**src/shared/smi_defs.vh**
```
/*
 * register map, field positions and constants of the supply monitor and
 * interrupt logic.
 * assumes: included by the design files by bare name, once per file.
 */
`ifndef SMI_DEFS_VH
`define SMI_DEFS_VH

// ==========================================================================
// register byte addresses
`define SMI_ADDR_STATUS 12'h000
`define SMI_ADDR_CORE 12'h004
`define SMI_ADDR_PEND 12'h008
`define SMI_ADDR_SRCEN 12'h00c

// ==========================================================================
// integrity register fields
`define SMI_BIT_IE 0
`define SMI_BIT_WARN 1
`define SMI_BIT_BOR 2
`define SMI_BIT_LOCK 3
`define SMI_BIT_DOG 4
`define SMI_STATUS_RST 8'h00

// ==========================================================================
// core control register fields
`define SMI_BIT_GMASK 0
`define SMI_BIT_TRAP 1
`define SMI_BIT_RET 2
`define SMI_BIT_INSTR_END 3
`define SMI_BIT_WAIT 4
`define SMI_BIT_HALT 5

// ==========================================================================
// interrupt sources
`define SMI_NSRC 14
`define SMI_SRC_WARN 7
`define SMI_HALT_WAKE 14'h101f
`define SMI_EXT_MASK 14'h001e

// vectors
`define SMI_VEC_TRAP 16'hfffc
`define SMI_VEC_TOP 16'hfffa

// axi responses
`define SMI_RESP_OKAY 2'b00
`define SMI_RESP_SLVERR 2'b10

`endif
```
**src/hw/smi_sync2.v**
```verilog
/*
 * two flip-flop level synchroniser.
 * assumes: d_in may change at any time; output is two edges late.
 */
`timescale 1ns/10ps
module smi_sync2 (
    // clock and reset
    input wire aclk,
    input wire aresetn,
    // level
    input wire d_in,
    output wire q_out
);

// ==========================================================================
// stages: the first is read only by the second
reg meta_ff;
reg sync_ff;

always @(posedge aclk) begin
    if (!aresetn) begin
        meta_ff <= 1'b0;
        sync_ff <= 1'b0;
    end else begin
        meta_ff <= d_in;
        sync_ff <= meta_ff;
    end
end

assign q_out = sync_ff;

endmodule

```
**src/hw/smi_top.v**
```verilog
/*
 * supply monitor and interrupt logic: integrity status register, pending
 * latches for fourteen sources, fixed priority, trap, wake from wait/halt.
 * assumes: axi4-lite master on aclk; reset cause pulses and core events
 * are synchronous one-cycle pulses; comparator output is asynchronous.
 */
`timescale 1ns/10ps
`include "smi_defs.vh"
module smi_top (
    // clock and reset
    input wire aclk,
    input wire aresetn,
    // axi4-lite write address and data
    input wire [11:0] s_axi_awaddr,
    input wire s_axi_awvalid,
    output reg s_axi_awready,
    input wire [31:0] s_axi_wdata,
    input wire [3:0] s_axi_wstrb,
    input wire s_axi_wvalid,
    output reg s_axi_wready,
    // axi4-lite write response
    output reg [1:0] s_axi_bresp,
    output reg s_axi_bvalid,
    input wire s_axi_bready,
    // axi4-lite read
    input wire [11:0] s_axi_araddr,
    input wire s_axi_arvalid,
    output reg s_axi_arready,
    output reg [31:0] s_axi_rdata,
    output reg [1:0] s_axi_rresp,
    output reg s_axi_rvalid,
    input wire s_axi_rready,
    // analogue and option inputs
    input wire aux_voltage_detector,
    input wire low_voltage_detector_opt,
    input wire pll_locked,
    // reset cause pulses from the reset sequencer
    input wire rst_cause_pin,
    input wire rst_cause_dog,
    input wire rst_cause_brownout,
    // other interrupt sources, one bit per source number
    input wire [13:0] src_event,
    // core side
    output reg irq_req,
    output reg [15:0] irq_vector,
    output reg wake_wait,
    output reg wake_halt,
    output reg core_enter,
    output reg core_masked
);

// ==========================================================================
// state
localparam ST_RUN = 3'b001;
localparam ST_ENTER = 3'b010;
localparam ST_SERVE = 3'b100;

reg [2:0] state_ff;
reg [2:0] nxt_state;
reg ie_ff;
reg dog_ff;
reg bor_ff;
reg lock_ff;
reg warn_ff;
reg warn_prev_ff;
reg gmask_ff;
reg wait_ff;
reg halt_ff;
reg trap_req_ff;
reg [13:0] pend_ff;
reg [13:0] srcen_ff;
reg [3:0] sel_ff;
reg sel_trap_ff;
reg have_aw_ff;
reg have_w_ff;
reg [11:0] awaddr_ff;
reg [31:0] wdata_ff;
reg [3:0] wstrb_ff;
wire warn_sync;
wire [7:0] status_val;
wire wr_fire;
wire rd_fire;
reg [3:0] win_idx;
reg win_any;
reg [13:0] pend_set;
integer i;
integer j;

// comparator crossing
smi_sync2 u_warn_sync (
    .aclk(aclk),
    .aresetn(aresetn),
    .d_in(aux_voltage_detector),
    .q_out(warn_sync)
);

// ==========================================================================
// integrity register image; reserved bits tied low
assign status_val = {3'b000, dog_ff, lock_ff, bor_ff, warn_ff, ie_ff};

assign wr_fire = have_aw_ff && have_w_ff && !s_axi_bvalid;
assign rd_fire = s_axi_arvalid && s_axi_arready;
// core strobes written through the core register
wire core_wr = wr_fire && (awaddr_ff == `SMI_ADDR_CORE) && wstrb_ff[0];
wire core_instr_end = core_wr && wdata_ff[`SMI_BIT_INSTR_END];
wire core_ret = core_wr && wdata_ff[`SMI_BIT_RET];

// ==========================================================================
// fixed priority: trap first, then lowest source number wins
always @* begin
    win_idx = 4'h0;
    win_any = 1'b0;
    for (i = `SMI_NSRC - 1; i >= 0; i = i - 1) begin
        if (pend_ff[i] && srcen_ff[i]) begin
            win_idx = i[3:0];
            win_any = 1'b1;
        end
    end
end

// new events this cycle; warning taken on rising flag with option on
always @* begin
    pend_set = src_event;
    pend_set[`SMI_SRC_WARN] = low_voltage_detector_opt && warn_sync
        && !warn_prev_ff;
end

// ==========================================================================
// servicing sequence
always @* begin
    nxt_state = state_ff;
    case (state_ff)
        ST_RUN: begin
            // only between instructions, and trap ignores the mask
            if (core_instr_end && (trap_req_ff ||
                (win_any && !gmask_ff))) begin
                nxt_state = ST_ENTER;
            end
        end
        ST_ENTER: nxt_state = ST_SERVE;
        ST_SERVE: begin
            if (core_ret) begin
                nxt_state = ST_RUN;
            end
        end
        default: nxt_state = ST_RUN;
    endcase
end

// sequence state, global mask, trap and low power levels
always @(posedge aclk) begin
    if (!aresetn) begin
        state_ff <= ST_RUN;
        gmask_ff <= 1'b1; // all masked after reset
        trap_req_ff <= 1'b0;
        sel_ff <= 4'h0;
        sel_trap_ff <= 1'b0;
        wait_ff <= 1'b0;
        halt_ff <= 1'b0;
    end else begin
        state_ff <= nxt_state;
        if (core_wr && wdata_ff[`SMI_BIT_TRAP]) begin
            trap_req_ff <= 1'b1;
        end
        if (core_wr && wdata_ff[`SMI_BIT_WAIT]) begin
            wait_ff <= 1'b1;
        end
        if (core_wr && wdata_ff[`SMI_BIT_HALT]) begin
            halt_ff <= 1'b1;
        end
        // wake clears the low power level
        if (wait_ff && win_any) begin
            wait_ff <= 1'b0;
        end
        if (halt_ff && |(pend_ff & srcen_ff & `SMI_HALT_WAKE)) begin
            halt_ff <= 1'b0;
        end
        if (state_ff == ST_RUN && nxt_state == ST_ENTER) begin
            sel_trap_ff <= trap_req_ff;
            sel_ff <= win_idx;
            // a trap written with this boundary stays for the next entry
            trap_req_ff <= wdata_ff[`SMI_BIT_TRAP];
            gmask_ff <= 1'b1; // entry masks, no preemption
            wait_ff <= 1'b0;
            halt_ff <= 1'b0;
        end else if (core_ret && state_ff == ST_SERVE) begin
            gmask_ff <= 1'b0;
        end else if (core_wr && state_ff == ST_RUN) begin
            gmask_ff <= wdata_ff[`SMI_BIT_GMASK];
        end
    end
end

// ==========================================================================
// pending latches: set wins over any clear in the same cycle
always @(posedge aclk) begin
    if (!aresetn) begin
        pend_ff <= 14'h0000;
        srcen_ff <= `SMI_EXT_MASK;
    end else begin
        for (j = 0; j < `SMI_NSRC; j = j + 1) begin
            if (pend_set[j] && !(j == `SMI_SRC_WARN && halt_ff)) begin
                pend_ff[j] <= 1'b1;
            end else if (state_ff == ST_ENTER && !sel_trap_ff &&
                sel_ff == j[3:0]) begin
                pend_ff[j] <= 1'b0;
            end else if (wr_fire && awaddr_ff == `SMI_ADDR_PEND &&
                !wdata_ff[j]) begin
                pend_ff[j] <= 1'b0;
            end
        end
        if (wr_fire && awaddr_ff == `SMI_ADDR_SRCEN) begin
            srcen_ff <= wdata_ff[13:0] & ~14'h0080;
        end
        // warning source follows its enable bit and the option input, also during a write
        srcen_ff[`SMI_SRC_WARN] <= ie_ff &&
            low_voltage_detector_opt;
    end
end

// ==========================================================================
// integrity register; frozen while halted, except the reset cause flags
always @(posedge aclk) begin
    if (!aresetn) begin
        ie_ff <= 1'b0;
        dog_ff <= 1'b0;
        bor_ff <= 1'b0;
        lock_ff <= 1'b0;
        warn_ff <= 1'b0;
        warn_prev_ff <= 1'b0;
    end else begin
        warn_prev_ff <= warn_sync;
        if (!halt_ff) begin
            lock_ff <= pll_locked;
            warn_ff <= warn_sync && low_voltage_detector_opt;
            if (wr_fire && awaddr_ff == `SMI_ADDR_STATUS && wstrb_ff[0]) begin
                ie_ff <= wdata_ff[`SMI_BIT_IE];
                if (!wdata_ff[`SMI_BIT_DOG]) begin
                    dog_ff <= 1'b0;
                end
            end
            if (rd_fire && s_axi_araddr == `SMI_ADDR_STATUS) begin
                bor_ff <= 1'b0;
            end
        end
        // reset causes override, also during halt; pin leaves flags
        if (rst_cause_dog) begin
            dog_ff <= 1'b1;
        end
        if (rst_cause_brownout) begin
            bor_ff <= 1'b1;
            dog_ff <= 1'b0;
        end
    end
end

// ==========================================================================
// core outputs, registered
always @(posedge aclk) begin
    if (!aresetn) begin
        irq_req <= 1'b0;
        irq_vector <= 16'h0000;
        wake_wait <= 1'b0;
        wake_halt <= 1'b0;
        core_enter <= 1'b0;
        core_masked <= 1'b1;
    end else begin
        irq_req <= trap_req_ff || (win_any && !gmask_ff);
        core_enter <= (state_ff == ST_ENTER);
        core_masked <= gmask_ff;
        irq_vector <= sel_trap_ff ? `SMI_VEC_TRAP :
            (`SMI_VEC_TOP - {11'h000, sel_ff, 1'b0});
        wake_wait <= wait_ff && win_any;
        wake_halt <= halt_ff && |(pend_ff & srcen_ff & `SMI_HALT_WAKE);
    end
end

// ==========================================================================
// axi4-lite write path: address and data in either order
always @(posedge aclk) begin
    if (!aresetn) begin
        have_aw_ff <= 1'b0;
        have_w_ff <= 1'b0;
        awaddr_ff <= 12'h000;
        wdata_ff <= 32'h0000_0000;
        wstrb_ff <= 4'h0;
        s_axi_awready <= 1'b0;
        s_axi_wready <= 1'b0;
        s_axi_bvalid <= 1'b0;
        s_axi_bresp <= `SMI_RESP_OKAY;
    end else begin
        s_axi_awready <= !have_aw_ff && !s_axi_awready && s_axi_awvalid;
        s_axi_wready <= !have_w_ff && !s_axi_wready && s_axi_wvalid;
        if (s_axi_awvalid && s_axi_awready) begin
            have_aw_ff <= 1'b1;
            awaddr_ff <= s_axi_awaddr;
        end
        if (s_axi_wvalid && s_axi_wready) begin
            have_w_ff <= 1'b1;
            wdata_ff <= s_axi_wdata;
            wstrb_ff <= s_axi_wstrb;
        end
        if (wr_fire) begin
            have_aw_ff <= 1'b0;
            have_w_ff <= 1'b0;
            s_axi_bvalid <= 1'b1;
            s_axi_bresp <= (awaddr_ff[11:4] == 8'h00) ? `SMI_RESP_OKAY :
                `SMI_RESP_SLVERR;
        end else if (s_axi_bready) begin
            s_axi_bvalid <= 1'b0;
        end
    end
end

// axi4-lite read path: one cycle after the address is taken
always @(posedge aclk) begin
    if (!aresetn) begin
        s_axi_arready <= 1'b0;
        s_axi_rvalid <= 1'b0;
        s_axi_rdata <= 32'h0000_0000;
        s_axi_rresp <= `SMI_RESP_OKAY;
    end else begin
        s_axi_arready <= s_axi_arvalid && !s_axi_arready && !s_axi_rvalid;
        if (rd_fire) begin
            s_axi_rvalid <= 1'b1;
            s_axi_rresp <= `SMI_RESP_OKAY;
            case (s_axi_araddr)
                `SMI_ADDR_STATUS: s_axi_rdata <= {24'h000000, status_val};
                `SMI_ADDR_CORE: s_axi_rdata <= {26'h0000000, halt_ff,
                    wait_ff, 2'b00, trap_req_ff, gmask_ff};
                `SMI_ADDR_PEND: s_axi_rdata <= {18'h00000, pend_ff};
                `SMI_ADDR_SRCEN: s_axi_rdata <= {18'h00000, srcen_ff};
                default: begin
                    s_axi_rdata <= 32'h0000_0000;
                    s_axi_rresp <= `SMI_RESP_SLVERR;
                end
            endcase
        end else if (s_axi_rready) begin
            s_axi_rvalid <= 1'b0;
        end
    end
end

endmodule

```
**config.mk**
```make
export PLATFORM = sky130hd
export DESIGN_NAME = smi_top
export DESIGN_NICKNAME = d
export VERILOG_FILES = /design/src/hw/smi_sync2.v /design/src/hw/smi_top.v
export VERILOG_INCLUDE_DIRS = /design/src /design/src/shared
export SDC_FILE = /design/constraint.sdc
export NUM_CORES = 1
export LEC_CHECK = 0
export ABC_CLOCK_PERIOD_IN_PS = 4210
export BUFFER_PORTS_ARGS = -buffer_cell sky130_fd_sc_hd__buf_4
export CAP_MARGIN = 20
export CELL_PAD_IN_SITES_DETAIL_PLACEMENT = 0
export CELL_PAD_IN_SITES_GLOBAL_PLACEMENT = 1
export CORE_MARGIN = 2
export CORE_UTILIZATION = 34
export CTS_CLUSTER_DIAMETER = 200
export DETAILED_ROUTE_END_ITERATION = 6
export PLACE_DENSITY_LB_ADDON = 0.1
export SETUP_SLACK_MARGIN = 0.1
export SKIP_LAST_GASP = 1
export SLEW_MARGIN = 20
export SYNTH_ARGS = -nofsm -noshare
export SYNTH_HDL_FRONTEND = slang
export SYNTH_SLANG_ARGS = --single-unit
```
**constraint.sdc**
```tcl
create_clock -name aclk -period 4.21 [get_ports aclk]
set_input_delay 0.421 -clock aclk [delete_from_list [all_inputs] [get_ports aclk]]
set_output_delay 0.421 -clock aclk [all_outputs]
set_load 0.01 [all_outputs]
```
Word level (Yosys, flattened, before mapping)
Cells that the tools add are included.
Operators by class
  muxes and demuxes: 92
  reduce and logical (&&, ||, !) cells: 138
  equal/unequal tests: 26
  bitwise operators: 3
  add/sub/neg operators: 1
Operators with widths (number)
  1-bit logical AND: 77
  1-bit 2-to-1 mux: 71
  4-bit 2-to-1 mux: 14
  14-bit case mux with 4 select lines: 1
  12-bit by 4-bit equality test with 1-bit output (second input constant): 4
  3-bit nonzero test: 14
  1-bit zero test: 25
  12-bit by 3-bit equality test with 1-bit output (second input constant): 2
  4-bit equality test (second input constant): 6
  12-bit zero test: 2
  4-bit by 3-bit equality test with 1-bit output (second input constant): 4
  16-bit 2-to-1 mux: 1
  13-bit bitwise AND: 1
  2-bit nonzero test: 6
  3-bit case mux with 3 select lines: 1
  4-bit by 2-bit equality test with 1-bit output (second input constant): 2
  8-bit zero test: 1
  2-bit OR reduction: 4
  4-bit by 6-bit subtractor with 7-bit output (first input constant): 1
  3-bit by 2-bit equality test with 1-bit output (second input constant): 2
  3-bit 2-to-1 mux: 2
  2-bit inequality test (second input constant): 3
  3-bit OR reduction: 2
  6-bit OR reduction: 1
  other kinds (10): 13
Word-level totals
  register bits after elaboration: 139
  output and inout port bits: 62
  input bits: 87
  logic and storage cells: 311

Logic depth before layout (Yosys ltp)
Gate-level depths: netlist (run 1).
  depth after elaboration: 23
  mapped depth: 7
  depth with buffers taken out: 5

Cells and area by module
Synthesis (run 1) repeated with hierarchy kept, for this count alone.
Second synthesis, totals
  cells, all modules: 555
  area total of the unflattened synthesis: 4894.7 µm²
By module, submodules not included
  smi_top: cells each 551, seq. area each 2142.1 µm², area an instance 4842.1 µm², instances 1
  smi_sync2: cells each 4, seq. area each 40.0 µm², area an instance 52.6 µm², instances 1

Least setup slack after synthesis (run 1)
OpenSTA, ideal clock, no wires.
  path type: reg-to-reg
  start point: reg awaddr_ff[4]
  end point: reg pend_ff[5]
  path buffers: 1
  arrival: 1480 ps
  path slack: 2597 ps
  period minus slack after synthesis: 1613 ps
  data required time: 4078 ps
  library setup time: 132 ps
  cell stages (with the launch flop): 7
  cells stage by stage: dfxtp_1 > nor4_4 > and4_1 > nand3b_2 > buf_6 > o221ai_1 > a21oi_1
On the way
  cells in the longest elaborated chain, start to end: 4
RTL lines
  from (decl): RTL line smi_top.v:76  | reg [11:0] awaddr_ff;
  from (signal assigned): RTL line smi_top.v:296  | awaddr_ff <= s_axi_awaddr;
  12-bit by 4-bit equality test with 1-bit output (no source line)
  1-bit logical AND (no source line)
  1-bit logical AND: RTL line smi_top.v:207  | end else if (wr_fire && awaddr_ff == `SMI_ADDR_PEND &&
  3-bit nonzero test (no source line)
  to (signal, indexed assignment): RTL line smi_top.v:203  | pend_ff[j] <= 1'b1;
  to (signal, indexed assignment): RTL line smi_top.v:206  | pend_ff[j] <= 1'b0;
  to (signal, indexed assignment): RTL line smi_top.v:209  | pend_ff[j] <= 1'b0;
  to (decl): RTL line smi_top.v:70  | reg [13:0] pend_ff;
Every way passes these cells.
A chain may end at the register's enable or synchronous reset.

Final worst setup path (run 1)
  start point: reg awaddr_ff[4]
  end point: reg pend_ff[3]
The elaborated chain is that of the path after synthesis.

==> impl_metrics.json, run 1 <==
{
  "die-width_um": 122,
  "post_cts_resized": 0,
  "insertion_delay_ns": 0.35,
  "clkTransAtPathRegs_ns": 0.07,
  "yosysTopAreaCell": "dfxtp_1",
  "diodes": 0,
  "worstPathArrival_ns": 2.18,
  "worstSetupPathType": "flop to flop",
  "fin_crit_sh_pct": 46.1,
  "relSlewSlack_pct": 47.0,
  "start_util_pct": 34.6,
  "cts.sinks": 109,
  "dr_total_vias": 4016,
  "antenna_found_initial": 0,
  "setup_ws_ns": 2.27,
  "r2r_start": "awaddr_ff[4]",
  "track_usage_pct": 17.2,
  "finClkSkew_ns": 0.00527,
  "grt.overflow.total": 0,
  "async_reset_ff_share_pct": 0,
  "area_growth_syn_to_layout_pct": 22.6,
  "synth_seq_cells": 109,
  "syn_area_per_cell_sq_um": 8.46,
  "yosys-top-cells-area": "dfxtp_1 46%, nand2_1 10%, a21oi_1 6.5%, buf_4 4.7%, mux2i_1 2.7%",
  "synth_ff_type": "dfxtp_1",
  "holdCritStartpoint": "rst_cause_brownout",
  "cp_slowest_stage_delay_ns": 0.43,
  "fmax_mhz": 515,
  "slowest_stage": "nor4_4",
  "min_path_type": "primary input to flop",
  "firstDrtPassIters": 4,
  "p_leak_nw": 2.31,
  "holdBufCountCts": 0,
  "min_period_ns": 1.94,
  "synth_top_area_share_pct": 45.8,
  "critPathRequiredTime_ns": 4.45,
  "hpwl_mm": 9.39,
  "end_kind": "flop",
  "max_slew.worst_pin.slew_ns": 0.796,
  "place.gp.congestion": 0.801,
  "fp.coreArea_sq_mm": 0.0138,
  "cts_tree": "built",
  "slew_violations": 0,
  "die_y_um": 122,
  "first_global_vias": 3795,
  "num-nets-final": 730,
  "root_buffer": "clkbuf_16",
  "route.detailed.drc": 0,
  "dieArea_sq_mm": 0.0150,
  "timing.hold.ws_ns": 0.253,
  "synth_edf_count": 0,
  "synth-seq-area-share_pct": 45.8,
  "drt_iter0_drc": 186,
  "h-tree-depth": 3,
  "grt_pass1_wl_mm": 19.6,
  "path_buf_inv": 0,
  "cts_setup_buffers": 0,
  "yosysWarnings": 0,
  "nFillCells": 1448,
  "rsz0062_at_grt": "no",
  "drive_above_1_share_pct": 20.6,
  "power_density_mw_per_mm2": 373,
  "timing.final.hold_violations": 0,
  "setup_tns_ns": 0,
  "crit_start": "awaddr_ff[4]",
  "p_total_mw": 2.18,
  "ant_nets": 0,
  "crit_family": "simple AND/OR/NAND/NOR gates",
  "cp_cell_sequence": "nor4_4 > and4_1 > nand3b_2 > o211a_1 > o21a_1",
  "status": "finished clean",
  "grt_start_max_net_pins": 69,
  "clk_path_buf_depth": 2,
  "synth.distinct_cells": 60,
  "totalWireLength_mm": 12.6,
  "layoutNonFillerInstCount": 827,
  "vias_per_cell": 4.86,
  "syn-cell-area_sq_mm": 0.00476,
  "boundaryPins": 149,
  "port_buffers": 104,
  "numCtsBuffers": 9,
  "rows": 43,
  "place_inst": 811,
  "syn_inst": 563,
  "place_ws_ns": 2.02,
  "cp_max_fo": 14,
  "wire_per_inst_um": 15.3,
  "ir_drop_v": 0.000177,
  "worstSetupStartpointType": "flop",
  "yosysMostFrequentCell": "nand2_1",
  "drv_cap": 0,
  "setup_viol": 0,
  "netlist_top_cells_count": "128 x nand2_1, 109 x dfxtp_1, 62 x a21oi_1"
}
==> per-stage QoR <==
step	util (%)	cell area [sq um]
after detailed placement	40.0	5510
after CTS	42.4	5840
after floorplan	-	4840
after global placement	40.0	5510
final	42.4	5840
after global routing	42.4	5840
==> layout by cell type, fill, tap and decap left out, drive strengths merged, types with 3 or more instances in the layout <==
| master | count |
|---|---|
| o211a | 3 |
| mux2i | 13 |
| inv | 18 |
| buf | 105 |
| a21oi | 62 |
| clkbuf | 12 |
| dfxtp | 109 |
| nor2 | 25 |
| nand3b | 4 |
| o211ai | 3 |
| a211oi | 4 |
| nand4 | 7 |
| conb | 21 |
| and2 | 6 |
| a221oi | 3 |
| nor3 | 9 |
| nand2 | 128 |
| o221ai | 8 |
| a31oi | 3 |
| o21ai | 17 |
| o31a | 4 |
| and3 | 3 |
| nand3 | 13 |
| nand2b | 7 |
| o21a | 3 |
| a22oi | 13 |
| nor4b | 5 |
| nor4 | 6 |
==> power breakdown <==
part | internal [mW] | leakage [nW] | switching, mW
clock | 0.552 | 0.163 | 0.370
combinational | 0.0834 | 1.26 | 0.0872
sequential | 1.06 | 0.888 | 0.0296
==> registers in the layout (all words and copies together), names as in the netlist, 3 cells and up <==
| name | flops |
|---|---|
| state_ff | 3 |
| sel_ff | 4 |
| awaddr_ff | 12 |
| srcen_ff | 14 |
| s_axi_rdata | 14 |
| irq_vector | 6 |
| pend_ff | 14 |
| wdata_ff | 14 |
==> path summary, 6_finish.rpt <==
path                                           to  slack [ns]  cells after the start
worst max-delay path                   pend_ff[3]        2.27                      5
worst min-delay path                       dog_ff        0.25                      2
worst max register to register         pend_ff[3]        2.27                      5
worst min register to register  u_warn_sync.q_out        0.43                      1
==> logic make-up (layout without fill, tap and decap cells) <==
group | count (synthesis) | count (layout) | share of synthesized area [%]
simple gates | 226 | 226 | 23.7
flops | 109 | 109 | 45.8
xor+xnor | 2 | 2 | 0.368
mux | 14 | 14 | 2.97
fa+ha+maj | 1 | 1 | 0.263
compound gates | 135 | 135 | 18.3
buf+inv | 75 | 139 | 8.56
other cells | 1 | 21 | 0.0787
==> layer usage <==
| layer | routed length (um) | global-route usage [%] |
|---|---|---|
| met1 | 6190 | 24.7 |
| met2 | 5530 | 25.5 |
| met3 | 806 | 4.00 |
| met4 | 110 | 5.24 |
| met5 | 0 | 0 |
==> final cells by class <==
cell class	count	area (sq um)	share of cell area, %
clock buffers	12	256	4.39
clock inverters	4	70.1	1.20
inverters	18	67.6	1.16
multi-input cells	399	2250	38.5
flip-flops and latches	109	2180	37.4
well taps	180	225	3.86
repair buffers	105	788	13.5
==> worst register-to-register path: cells and delay by family (launching register included) <==
| kind | cells | cell delay (ns) |
|---|---|---|
| and+or+nand+nor | 3 | 1.04 |
| DFF | 1 | 0.34 |
| AOI/OAI and AO/OA | 2 | 0.46 |
No activity file was read; power rests on OpenSTA's default activity.
==> inputs of run 2 (changes only) <==
- ABC_CLOCK_PERIOD_IN_PS: 4210 -> 2000
- clock period: 4.21 -> 2 ns (I/O delays scaled with it)
==> run 2 against run 1 <==
Global-route usage up 1.1 points. Non-clock buffer count is 27 higher. Wire length is 4.9% higher. Critical path depth up 2. Clock power rose by 77%. Worst hold slack worse by 0.22 ns. Combinational power up 150%. Sequential cell count stayed put. Utilization grew 1.5 points. Register-to-register slack lost 2.1 ns. Via count grew 5.0%. Sequential power is 110% higher.
==> impl_metrics.json, run 2 (synthesis results as in run 1) <==
{
  "relSlewSlack_pct": 64.2,
  "worstSetupPathType": "flop to flop",
  "drv_cap": 0,
  "ir_drop_v": 0.000382,
  "num-nets-final": 757,
  "end_kind": "flop",
  "boundaryPins": 149,
  "cp_max_fo": 4,
  "grt_start_max_net_pins": 76,
  "finClkSkew_ns": 0.00657,
  "power_density_mw_per_mm2": 716,
  "fmax_mhz": 554,
  "dieArea_sq_mm": 0.0150,
  "setup_viol": 0,
  "fin_crit_sh_pct": 90.2,
  "start_util_pct": 34.6,
  "numCtsBuffers": 9,
  "die_y_um": 122,
  "hpwl_mm": 9.90,
  "place.gp.congestion": 0.835,
  "route.detailed.drc": 0,
  "worstPathArrival_ns": 2.03,
  "critPathRequiredTime_ns": 2.23,
  "rows": 43,
  "grt.overflow.total": 0,
  "p_leak_nw": 2.46,
  "dr_total_vias": 4218,
  "insertion_delay_ns": 0.35,
  "p_total_mw": 4.32,
  "antenna_found_initial": 0,
  "h-tree-depth": 3,
  "rsz0062_at_grt": "yes",
  "timing.final.hold_violations": 0,
  "crit_family": "compound AO/OA/AOI/OAI gates",
  "port_buffers": 104,
  "hold_path_depth": 2,
  "clkTransAtPathRegs_ns": 0.07,
  "cp_cell_sequence": "a22oi_1 > nand3_1 > o32ai_4 > buf_12 > nor4b_4 > buf_4 > mux2i_1",
  "status": "finished clean",
  "track_usage_pct": 18.2,
  "min_period_ns": 1.80,
  "area_growth_syn_to_layout_pct": 26.8,
  "drive_above_1_share_pct": 24.5,
  "grt_pass1_wl_mm": 20.9,
  "cp_slowest_stage_delay_ns": 0.37,
  "slowest_stage": "dfxtp_1",
  "drt_iter0_drc": 195,
  "firstDrtPassIters": 5,
  "setup_tns_ns": 0,
  "slew_violations": 0,
  "first_global_vias": 3957,
  "diodes": 0,
  "root_buffer": "clkbuf_16",
  "path_buf_inv": 2,
  "cp.depth": 7,
  "wire_per_inst_um": 15.5,
  "nFillCells": 1437,
  "cts.sinks": 109,
  "fp.coreArea_sq_mm": 0.0138,
  "ff2ff_path_depth": 7,
  "min_path_type": "primary input to flop",
  "die-width_um": 122,
  "final_common_cell": "buf_4",
  "final_cell_mix": "130 x buf_4, 128 x nand2_1, 109 x dfxtp_1",
  "worstSetupStartpointType": "flop",
  "totalWireLength_mm": 13.3,
  "clk_path_buf_depth": 2,
  "cts_tree": "built",
  "ant_nets": 0,
  "vias_per_cell": 4.94,
  "max_slew.worst_pin.slew_ns": 0.536
}
-- run 2: cell types whose count changed in the layout (fill, tap and decap cells not counted), moves of 2 or more --
cell	change
bufinv_16	-2
a22oi_1	-3
a22oi_2	+3
clkbuf_1	+2
buf_12	+2
buf_4	+25
-- run 2: area by class of cell --
class | instances | area (sq um) | area share (%)
clock buffers | 13 | 250 | 4.14
flip-flops and latches | 109 | 2180 | 36.1
inverters | 18 | 67.6 | 1.12
clock inverters | 2 | 10.0 | 0.166
multi-input cells | 399 | 2290 | 37.9
well taps | 180 | 225 | 3.73
repair buffers | 132 | 1020 | 16.8
-- run 2: what timing repair did --
item,CTS,global route
setup endpoints to repair,4,28
setup buffers,0,3
gates resized for setup,2,8
pin swaps,0,5
hold buffers,0,0
-- run 2: stage by stage --
step | std cells | utilization (%) | setup WS (ns) | cell area [sq um] | hold slack, ns
2_1_floorplan | 583 | - | 0.387 | 4840 | 0.228
6_report | 853 | 43.9 | 0.195 | 6040 | 0.0285
4_1_cts | 850 | 43.4 | 0.125 | 5970 | 0.0225
5_1_grt | 853 | 43.9 | 0.0748 | 6040 | 0.0303
3_3_place_gp | 835 | 41.4 | 0.115 | 5710 | 0.386
3_5_place_dp | 835 | 41.4 | 0.0682 | 5710 | 0.397
-- run 2: final timing paths --
check | from | end | slack, ns
setup reg to reg | srcen_ff[3] | sel_ff[2] | 0.20
setup / recovery | srcen_ff[3] | sel_ff[2] | 0.20
hold reg to reg | u_warn_sync.meta_ff | u_warn_sync.q_out | 0.44
hold / removal | rst_cause_brownout | dog_ff | 0.03
-- run 2: metal layers --
| metal | GRT usage (%) | up-vias | part of all wire (%) |
|---|---|---|---|
| li1 | - | 2134 | - |
| met1 | 26.5 | 1931 | 49 |
| met2 | 26.8 | 137 | 42 |
| met3 | 3.11 | 16 | 6.4 |
| met4 | 7.11 | 0 | 2.0 |
| met5 | 0 | - | 0 |
-- run 2: report_power, final --
group	leakage (nW)	switching, mW	internal (mW)
combinational	1.44	0.211	0.213
sequential	0.888	0.0480	2.23
clock	0.129	0.756	0.870
total	2.46	1.02	3.31
